<file path="src/common/atte_pkg.sv">
// Package of constants and types for the acquisition trigger timing engine
package atte_pkg;
	localparam int NUM_PFL = 8;
	localparam int NUM_CTR = 2;
	localparam int NUM_INT = 4;
	localparam int NUM_MOD = 8;
	localparam int NUM_SRC = 24;
	localparam int SRC_W = 5;
	localparam int CNT_W = 32;
	localparam int ADDR_W = 16;
	localparam int SLOT_W = 3;
	// Source map: lines, counters, internals, module comparison events
	localparam logic [SRC_W-1:0] SRC_PFL_BASE = 5'h00;
	localparam logic [SRC_W-1:0] SRC_CTR_BASE = 5'h08;
	localparam logic [SRC_W-1:0] SRC_INT_BASE = 5'h0a;
	localparam logic [SRC_W-1:0] SRC_CMP_BASE = 5'h0e;
	localparam logic [SRC_W-1:0] SRC_END = 5'h16;
	// Digital lines only live on correlated modules in these two slots
	localparam logic [SLOT_W-1:0] DIG_SLOT_A = 3'h5;
	localparam logic [SLOT_W-1:0] DIG_SLOT_B = 3'h6;
	localparam logic [CNT_W-1:0] ONE = 32'h00000001;
	localparam logic [ADDR_W-1:0] ADDR_ONE = 16'h0001;
	typedef enum logic [1:0] {
		ATTE_EDGE_RISE,
		ATTE_EDGE_FALL
	} atte_edge_type;
	typedef enum {
		ATTE_IDLE,
		ATTE_ARMED,
		ATTE_DELAY,
		ATTE_RUN,
		ATTE_POST
	} atte_state_type;
endpackage

</file>
<file path="src/design/atte_engine.sv">
// Analog-input acquisition timing and trigger engine, single instance per chassis
// What this block does
// [RL1] One timing engine; one input task runs
// [RL2] One scan clock serves channels of all modules
// [RL3] Start, reference and hold triggers, separate sources
// [RL4] Digital lines only from slots five, six
// [RL5] No start trigger: software start begins
// [RL6] Finite ends by count/reference; continuous by software
// [RL7] Posttriggered: no samples before start trigger
// [RL8] Programmable delay from start to first scan; skipped when the external scan clock is selected
// [RL9] Start on chosen edge of selected source
// [RL10] Comparison event start on rising edge
// [RL11] Start trigger out as active-high pulse
// [RL12] Posttrigger count equals buffer minus pretrigger
// [RL13] Reference ignored until pretrigger samples stored
// [RL14] Full buffer overwrites oldest sample
// [RL15] After reference, store posttrigger count, then end
// [RL16] Reference stops on chosen edge of source
// [RL17] Comparison reference on chosen edge
// [RL18] Reference trigger routable to output lines
// [RL19] Hold is level only, polarity programmable
// [RL20] Comparison hold stops scan while low/high; has no effect when the external scan clock is selected
// [RL21] Each scan pulse starts one full sample
// [RL22] Scan clock divides base; base never output
// [RL23] Inputs synchronised, one event per edge
`timescale 1ns/100ps
module atte_engine (
	input wire logic clk_sys,
	input wire logic rst_b,
	input wire logic [atte_pkg::NUM_PFL-1:0] pfl_in,
	input wire logic [atte_pkg::NUM_CTR-1:0] ctr_out,
	input wire logic [atte_pkg::NUM_INT-1:0] int_sig,
	input wire logic [atte_pkg::NUM_MOD-1:0] cmp_event,
	input wire logic ext_scan_clock,
	input wire logic ext_scan_clock_base,
	input wire logic sw_start,
	input wire logic sw_stop,
	input wire logic continuous,
	input wire logic start_trig_en,
	input wire logic [atte_pkg::SRC_W-1:0] start_src,
	input wire logic [atte_pkg::SLOT_W-1:0] start_slot,
	input wire atte_pkg::atte_edge_type start_edge,
	input wire logic ref_trig_en,
	input wire logic [atte_pkg::SRC_W-1:0] ref_src,
	input wire logic [atte_pkg::SLOT_W-1:0] ref_slot,
	input wire atte_pkg::atte_edge_type ref_edge,
	input wire logic hold_trig_en,
	input wire logic [atte_pkg::SRC_W-1:0] hold_src,
	input wire logic [atte_pkg::SLOT_W-1:0] hold_slot,
	input wire logic hold_active_low,
	input wire logic scan_ext_sel,
	input wire logic base_ext_sel,
	input wire logic [atte_pkg::CNT_W-1:0] base_div,
	input wire logic [atte_pkg::CNT_W-1:0] start_delay,
	input wire logic [atte_pkg::CNT_W-1:0] sample_count,
	input wire logic [atte_pkg::ADDR_W-1:0] buf_size,
	input wire logic [atte_pkg::ADDR_W-1:0] pretrig_count,
	input wire logic [atte_pkg::NUM_PFL-1:0] route_start,
	input wire logic [atte_pkg::NUM_PFL-1:0] route_ref,
	input wire logic [atte_pkg::NUM_PFL-1:0] route_scan,
	output logic scan_clock,
	output logic [atte_pkg::ADDR_W-1:0] wr_addr,
	output logic [atte_pkg::ADDR_W-1:0] ref_addr,
	output logic ref_seen,
	output logic running,
	output logic done,
	output logic [atte_pkg::NUM_PFL-1:0] pfl_out,
	output logic [atte_pkg::NUM_PFL-1:0] pfl_oe_b
);
	typedef struct packed {
		atte_pkg::atte_state_type state;
		logic [1:0] xs1;
		logic [1:0] xs2;
		logic [1:0] xs3;
		logic [atte_pkg::CNT_W-1:0] div_cnt;
		logic [atte_pkg::CNT_W-1:0] dly_cnt;
		logic [atte_pkg::CNT_W-1:0] smp_cnt;
		logic [atte_pkg::ADDR_W-1:0] stored;
		logic [atte_pkg::ADDR_W-1:0] post_cnt;
		logic [atte_pkg::ADDR_W-1:0] waddr;
		logic [atte_pkg::ADDR_W-1:0] raddr;
		logic rseen;
		logic scan;
		logic start_p;
		logic ref_p;
		logic fin;
		logic run;
		logic [atte_pkg::NUM_PFL-1:0] pout;
		logic [atte_pkg::NUM_PFL-1:0] poe_b;
	} atte_st_type;

	atte_st_type st;
	atte_st_type next_st;
	logic [atte_pkg::NUM_SRC-1:0] srcs;
	logic start_lvl;
	logic start_rise;
	logic start_fall_lvl;
	logic start_fall;
	logic ref_lvl;
	logic ref_edge_p;
	logic hold_lvl;
	logic base_tick;
	logic ext_scan_tick;
	logic scan_tick;
	logic start_evt;
	logic is_cmp_start;

	// Circular buffer address advance
	function automatic logic [atte_pkg::ADDR_W-1:0] wrap_inc(input logic [atte_pkg::ADDR_W-1:0] a,
		input logic [atte_pkg::ADDR_W-1:0] size);
		logic [atte_pkg::ADDR_W-1:0] n;
		n = a + atte_pkg::ADDR_ONE;
		if (n >= size) begin
			n = '0;
		end
		return n;
	endfunction

	////////////////////////////////////////////////////////////////////////
	// Source bus and trigger selectors
	// Two spare indices above the map read as low
	assign srcs = {2'b00, cmp_event, int_sig, ctr_out, pfl_in};
	assign is_cmp_start = start_src >= atte_pkg::SRC_CMP_BASE;

	// Start selector: comparison events always use the rising edge
	atte_trig_sel u_start (
		.clk_sys(clk_sys),
		.rst_b(rst_b),
		.src_async(srcs),
		.sel(start_src),
		.slot(start_slot),
		.invert(1'b0),
		.level(start_lvl),
		.edge_pulse(start_rise)
	);

	atte_trig_sel u_start_f (
		.clk_sys(clk_sys),
		.rst_b(rst_b),
		.src_async(srcs),
		.sel(start_src),
		.slot(start_slot),
		.invert(1'b1),
		.level(start_fall_lvl),
		.edge_pulse(start_fall)
	);

	atte_trig_sel u_ref (
		.clk_sys(clk_sys),
		.rst_b(rst_b),
		.src_async(srcs),
		.sel(ref_src), // RL3
		.slot(ref_slot),
		.invert(ref_edge == atte_pkg::ATTE_EDGE_FALL), // RL16 RL17
		.level(ref_lvl),
		.edge_pulse(ref_edge_p)
	);

	atte_trig_sel u_hold (
		.clk_sys(clk_sys),
		.rst_b(rst_b),
		.src_async(srcs),
		.sel(hold_src), // RL3
		.slot(hold_slot),
		.invert(hold_active_low), // RL19 RL20
		.level(hold_lvl),
		.edge_pulse()
	);

	// Edge choice for the start trigger
	assign start_evt = (is_cmp_start || start_edge == atte_pkg::ATTE_EDGE_RISE) ? start_rise : start_fall; // RL9 RL10

	////////////////////////////////////////////////////////////////////////
	// Next-state logic
	always_comb begin
		next_st = st;
		// External clocks pass three flops, edge taken from the second and third
		next_st.xs1 = {ext_scan_clock, ext_scan_clock_base};
		next_st.xs2 = st.xs1;
		next_st.xs3 = st.xs2; // RL23
		next_st.scan = 1'b0;
		next_st.start_p = 1'b0;
		next_st.ref_p = 1'b0;
		next_st.fin = 1'b0;
		base_tick = base_ext_sel ? (st.xs2[0] & ~st.xs3[0]) : 1'b1;
		ext_scan_tick = st.xs2[1] & ~st.xs3[1];
		scan_tick = 1'b0;

		// Scan clock from base divider; hold freezes only the internal clock
		if (st.state == atte_pkg::ATTE_RUN || st.state == atte_pkg::ATTE_POST) begin
			if (scan_ext_sel) begin
				scan_tick = ext_scan_tick;
			end else if (base_tick && !(hold_trig_en && hold_lvl)) begin // RL19 RL20
				if (st.div_cnt + atte_pkg::ONE >= base_div) begin // RL22
					next_st.div_cnt = '0;
					scan_tick = 1'b1;
				end else begin
					next_st.div_cnt = st.div_cnt + atte_pkg::ONE;
				end
			end
		end

		unique case (st.state)
			atte_pkg::ATTE_IDLE: begin
				// Single engine: a new start is taken only from idle
				if (sw_start) begin // RL1
					next_st.waddr = '0;
					next_st.stored = '0;
					next_st.smp_cnt = '0;
					next_st.post_cnt = '0;
					next_st.rseen = 1'b0;
					next_st.div_cnt = '0;
					next_st.state = start_trig_en ? atte_pkg::ATTE_ARMED : atte_pkg::ATTE_DELAY; // RL5
					next_st.dly_cnt = '0;
					next_st.start_p = ~start_trig_en;
				end
			end
			atte_pkg::ATTE_ARMED: begin
				// No scans before the start trigger
				if (sw_stop) begin
					next_st.state = atte_pkg::ATTE_IDLE;
				end else if (start_evt) begin // RL7
					next_st.start_p = 1'b1; // RL11
					next_st.state = atte_pkg::ATTE_DELAY;
				end
			end
			atte_pkg::ATTE_DELAY: begin
				// Programmed delay before first internal scan
				if (sw_stop) begin
					next_st.state = atte_pkg::ATTE_IDLE;
				end else if (scan_ext_sel || st.dly_cnt >= start_delay) begin // RL8
					next_st.state = atte_pkg::ATTE_RUN;
					next_st.div_cnt = base_div;
				end else begin
					next_st.dly_cnt = st.dly_cnt + atte_pkg::ONE;
				end
			end
			atte_pkg::ATTE_RUN, atte_pkg::ATTE_POST: begin
				if (scan_tick) begin
					next_st.scan = 1'b1; // RL21 RL2
					next_st.waddr = wrap_inc(st.waddr, buf_size); // RL14
					next_st.smp_cnt = st.smp_cnt + atte_pkg::ONE;
					if (st.stored < buf_size) begin
						next_st.stored = st.stored + atte_pkg::ADDR_ONE;
					end
					if (st.state == atte_pkg::ATTE_POST) begin
						next_st.post_cnt = st.post_cnt + atte_pkg::ADDR_ONE;
					end
				end
				// Reference looked at only once pretrigger samples are in
				if (st.state == atte_pkg::ATTE_RUN && ref_trig_en && !continuous && ref_edge_p
					&& st.stored >= pretrig_count) begin // RL13
					next_st.state = atte_pkg::ATTE_POST;
					next_st.rseen = 1'b1;
					next_st.raddr = st.waddr;
					next_st.ref_p = 1'b1; // RL18
				end
				// End conditions by mode
				if (sw_stop && continuous) begin // RL6
					next_st.fin = 1'b1;
				end else if (!continuous && !ref_trig_en && scan_tick
					&& st.smp_cnt + atte_pkg::ONE >= sample_count) begin // RL6
					next_st.fin = 1'b1;
				end else if (st.state == atte_pkg::ATTE_POST && scan_tick
					&& st.post_cnt + atte_pkg::ADDR_ONE >= buf_size - pretrig_count) begin // RL12 RL15
					next_st.fin = 1'b1;
				end
				if (next_st.fin) begin
					next_st.state = atte_pkg::ATTE_IDLE;
				end
			end
		endcase

		// Busy flag registered so the pin comes straight from a flop
		next_st.run = (next_st.state != atte_pkg::ATTE_IDLE); // RL1

		// Output routing; the base clock is deliberately never routable
		for (int i = 0; i < atte_pkg::NUM_PFL; i++) begin
			next_st.pout[i] = (route_start[i] & next_st.start_p) | (route_ref[i] & next_st.ref_p)
				| (route_scan[i] & next_st.scan); // RL11 RL18 RL21 RL22
			next_st.poe_b[i] = ~(route_start[i] | route_ref[i] | route_scan[i]);
		end
	end

	////////////////////////////////////////////////////////////////////////
	// State register
	always_ff @(posedge clk_sys) begin
		if (!rst_b) begin
			st <= '0;
			st.poe_b <= '1;
		end else begin
			st <= next_st;
		end
	end

	// Outputs straight from flops
	assign scan_clock = st.scan;
	assign wr_addr = st.waddr;
	assign ref_addr = st.raddr;
	assign ref_seen = st.rseen;
	assign running = st.run;
	assign done = st.fin;
	assign pfl_out = st.pout;
	assign pfl_oe_b = st.poe_b;

	////////////////////////////////////////////////////////////////////////
	// Checks
	property p_no_early_scan;
		@(posedge clk_sys) disable iff (!rst_b) st.state == atte_pkg::ATTE_ARMED |=> !scan_clock;
	endproperty
	a_no_early_scan: assert property (p_no_early_scan) else $error("scan before start trigger"); // RL7

	property p_hold_stops;
		@(posedge clk_sys) disable iff (!rst_b)
			(hold_trig_en && hold_lvl && !scan_ext_sel && $stable(hold_lvl)) |=> !scan_clock;
	endproperty
	a_hold_stops: assert property (p_hold_stops) else $error("scan during hold"); // RL19

	property p_ref_after_pre;
		@(posedge clk_sys) disable iff (!rst_b) $rose(ref_seen) |-> $past(st.stored) >= pretrig_count;
	endproperty
	a_ref_after_pre: assert property (p_ref_after_pre) else $error("reference taken too early"); // RL13

	property p_cont_no_end;
		@(posedge clk_sys) disable iff (!rst_b) (continuous && running && !sw_stop) |=> !done;
	endproperty
	a_cont_no_end: assert property (p_cont_no_end) else $error("continuous ended without stop"); // RL6

	property p_swstart;
		@(posedge clk_sys) disable iff (!rst_b)
			(st.state == atte_pkg::ATTE_IDLE && sw_start && !start_trig_en) |=> st.state == atte_pkg::ATTE_DELAY;
	endproperty
	a_swstart: assert property (p_swstart) else $error("software start ignored"); // RL5

	property p_start_out;
		@(posedge clk_sys) disable iff (!rst_b)
			(st.state == atte_pkg::ATTE_ARMED && start_evt && !sw_stop && route_start != '0)
			|=> (pfl_out & $past(route_start)) == $past(route_start);
	endproperty
	a_start_out: assert property (p_start_out) else $error("start trigger not routed"); // RL11

	property p_wrap;
		@(posedge clk_sys) disable iff (!rst_b) running && buf_size != '0 |-> wr_addr < buf_size;
	endproperty
	a_wrap: assert property (p_wrap) else $error("buffer address past end"); // RL14

	property p_single;
		@(posedge clk_sys) disable iff (!rst_b) (running && sw_start && !done) |=> running;
	endproperty
	a_single: assert property (p_single) else $error("second start disturbed task"); // RL1
endmodule // atte_engine

</file>
<file path="src/design/atte_trig_sel.sv">
// Trigger source selector with two-stage synchroniser and edge detect
`timescale 1ns/100ps
module atte_trig_sel (
	input wire logic clk_sys,
	input wire logic rst_b,
	input wire logic [atte_pkg::NUM_SRC-1:0] src_async,
	input wire logic [atte_pkg::SRC_W-1:0] sel,
	input wire logic [atte_pkg::SLOT_W-1:0] slot,
	input wire logic invert,
	output logic level,
	output logic edge_pulse
);
	typedef struct packed {
		logic [atte_pkg::NUM_SRC-1:0] sync1;
		logic [atte_pkg::NUM_SRC-1:0] sync2;
		logic lvl;
		logic lvl_d;
	} atte_sel_st_type;

	atte_sel_st_type st;
	atte_sel_st_type next_st;
	logic allowed;

	// Digital lines accepted only from slots five and six
	always_comb begin
		allowed = 1'b1;
		if (sel < atte_pkg::SRC_CTR_BASE) begin
			allowed = (slot == atte_pkg::DIG_SLOT_A) || (slot == atte_pkg::DIG_SLOT_B); // RL4
		end
		if (sel >= atte_pkg::SRC_END) begin
			allowed = 1'b0;
		end
	end

	// Synchronise all sources before any logic looks at them
	always_comb begin
		next_st = st;
		next_st.sync1 = src_async;
		next_st.sync2 = st.sync1; // RL23
		next_st.lvl = allowed & (st.sync2[sel] ^ invert);
		next_st.lvl_d = st.lvl;
	end

	always_ff @(posedge clk_sys) begin
		if (!rst_b) begin
			st <= '0;
		end else begin
			st <= next_st;
		end
	end

	assign level = st.lvl;
	assign edge_pulse = st.lvl & ~st.lvl_d; // RL23

	property p_one_pulse;
		@(posedge clk_sys) disable iff (!rst_b) edge_pulse |=> !edge_pulse;
	endproperty
	a_one_pulse: assert property (p_one_pulse) else $error("edge pulse lasted two cycles"); // RL23
endmodule // atte_trig_sel
</file>
<file path="config.mk">
export PLATFORM = sky130hd
export DESIGN_NAME = atte_engine
export DESIGN_NICKNAME = d
export VERILOG_FILES = /design/src/common/atte_pkg.sv /design/src/design/atte_engine.sv /design/src/design/atte_trig_sel.sv
export SDC_FILE = /design/constraint.sdc
export NUM_CORES = 1
export LEC_CHECK = 0
export ABC_AREA = 0
export BUFFER_PORTS_ARGS = -buffer_cell sky130_fd_sc_hd__buf_2
export CAP_MARGIN = 25
export CELL_PAD_IN_SITES_DETAIL_PLACEMENT = 1
export CELL_PAD_IN_SITES_GLOBAL_PLACEMENT = 1
export CORE_MARGIN = 2
export CORE_UTILIZATION = 41
export CTS_BUF_LIST = sky130_fd_sc_hd__clkbuf_4 sky130_fd_sc_hd__clkbuf_8 sky130_fd_sc_hd__clkbuf_16
export DETAILED_ROUTE_END_ITERATION = 10
export PLACE_DENSITY_LB_ADDON = 0.12
export SLEW_MARGIN = 40
export SYNTH_ARGS = -nofsm -noshare
export SYNTH_HDL_FRONTEND = slang
export SYNTH_HIERARCHICAL = 1
export SYNTH_SLANG_ARGS = --single-unit
</file>
<file path="constraint.sdc">
create_clock -name clk_sys -period 4.4 [get_ports clk_sys]
set_input_delay 0.44 -clock clk_sys [delete_from_list [all_inputs] [get_ports clk_sys]]
set_output_delay 0.44 -clock clk_sys [all_outputs]
set_load 0.005 [all_outputs]
</file>
==> reports/qor.yml <==
yosys_warnings: 6
worstMarginPinSlew_ps: 741.0
avgViaCountPerCell: 5.359
relSlewSlack_pct: 50.60
die_x_microns: 235.3
postRouteAntennaNets: 0
crit_path_start_kind: "flop"
max_freq_ghz: 0.2389
dp_hpwl_microns: 47570
cp.required_ps: 4890
routabilityCongestion: 0.8712
status: "finished, final reports clean"
r2r_slack_ps: 210
max-vdd-ir-drop_v: 0.0003194
final_cell_mix: "dfxtp_1 (415), buf_2 (267), and2_1 (244), nand2_1 (206), ha_1 (180)"
period_share_pct: 95.13
ioPinCount: 267
track_usage_pct: 22.59
crit_arrival_ps: 4680
overflow: 0
criticalPathCategory: "reg2reg"
syn-cell-area_sq_um: 21930
drive_gt1_share_pct: 17.22
path_clk_slew_ps: 70
p_per_area_nw_per_um2: 347.6
cts_tree: "yes"
utilization_pct: 48.83
maxCapViolCount: 0
grt_start_max_net_pins: 147
first_iter_violations: 958
hp-class: "in2reg"
drtPass1Iterations: 5
finalWorstPathRequiredPeriod_ps: 4186
dp_slack_ps: -125.5
dr_total_vias: 18670
antenna_found_initial: 5
setup_ws_ps: 214.1
skew_ps: 40.54
drc_errors: 0
start_util_pct: 41.57
nNetsFinal: 3155
syn_to_final_growth_pct: 17.46
die_h_microns: 235.3
wl_microns: 63820
cp-end-kind: "flop"
p_leak_uw: 0.01197
finalSetupViolations: 0
avgSynthCellArea_sq_um: 8.727
cts-root-buf: "clkbuf_16"
cts_made_buffers: 47
portBuffers: 266
timing.final.max_slew_violations: 0
timing.hold.ws_ps: 50.51
clock_path_buffers: 3
final_common_cell: "dfxtp_1"
die_area_sq_um: 55360
std_cell_rows: 84
grt_pass1_vias: 19630
grt_pass1_wl_microns: 102000
core-area_sq_um: 52760
cp_max_fo: 22
clock-sinks: 417
routedWlPerCell_microns: 18.32
h-tree-depth: 2
hold_viol: 0
clock_latency_ps: 610
synthCells: 2513
-- repair_timing --
| item | 4_1_cts | 5_1_grt |
|---|---|---|
| pin swaps | 0 | 8 |
| setup endpoints to repair | 14 | 79 |
| endpoints found under the hold margin | 1 | 0 |
| hold buffers | 2 | 0 |
| setup buffers | 0 | 7 |
| gates resized for setup | 3 | 27 |
| cloned | 0 | 2 |
-- report_power, final --
group	total [uW]	switching [uW]	internal, uW
logic	943	560	383
clock network	4070	1680	2390
registers	3940	54.0	3890
-- final cells by class --
type	count	area, sq um
diodes	1	2.502
fillers	6219	27000
clock inverters	24	311.5
well taps	688	860.8
clock buffers	60	1324
flip-flops and latches	417	8351
inverters	157	589.3
multi-input cells	1801	12410
repair buffers	335	1914
-- final timing paths --
check	startpoint	end	depth (start not counted)
max reg2reg	wr_addr[1]	wr_addr[6]	17
min	base_div[18]	st[168]	2
min reg2reg	u_start_f/next_st[7]	u_start_f/st[7]	1
max	wr_addr[1]	wr_addr[6]	17
-- metal layers --
metal | share of wire (%) | vias up | track usage [%]
li1 | - | 9138 | -
met3 | 3.2 | 114 | 2.849
met2 | 49 | 303 | 40.58
met5 | 0.047 | - | 0
met1 | 44 | 9108 | 27.83
met4 | 3.1 | 4 | 7.701
-- flip-flops by register name, indices dropped and copies added, names as in the netlist, 4 cells and up --
| signal | cells |
|---|---|
| u_hold/next_st | 24 |
| wr_addr | 16 |
| u_start/st | 25 |
| u_ref/next_st | 24 |
| ref_addr | 16 |
| pfl_oe_b | 8 |
| u_start_f/next_st | 24 |
| u_hold/st | 24 |
| u_start_f/st | 25 |
| next_st | 4 |
| pfl_out | 8 |
| st | 162 |
| u_start/next_st | 24 |
| u_ref/st | 25 |
-- stage by stage --
stage / setup TNS, ps / instance area [sq um] / total power (uW) / cells
after global routing: -103.0 / 25760 / 9332 / 3483
after floorplan: 0 / 21970 / 4565 / 2523
after detailed placement: -1271 / 23910 / 4958 / 3387
after global placement: -663.4 / 23890 / 4916 / 3386
final: 0 / 25760 / 8955 / 3483
after CTS: -8.311 / 25580 / 9064 / 3473
-- worst max-delay path, cell delays in order, from the launching register on --
cell and delay [ps]:
dfxtp_1 420, ha_1 280, nand3_1 200, nor2_2 220, and3_1 260, and3_1 260
and3_1 270, nand3_1 160, xnor2_2 230, ha_1 270, o21a_1 100, o21ai_0 250
nor3_1 120, and3_1 240, nor4_2 250, buf_6 240, o21ai_0 140, a31oi_1 200
Power figures use the tool's default switching activity.
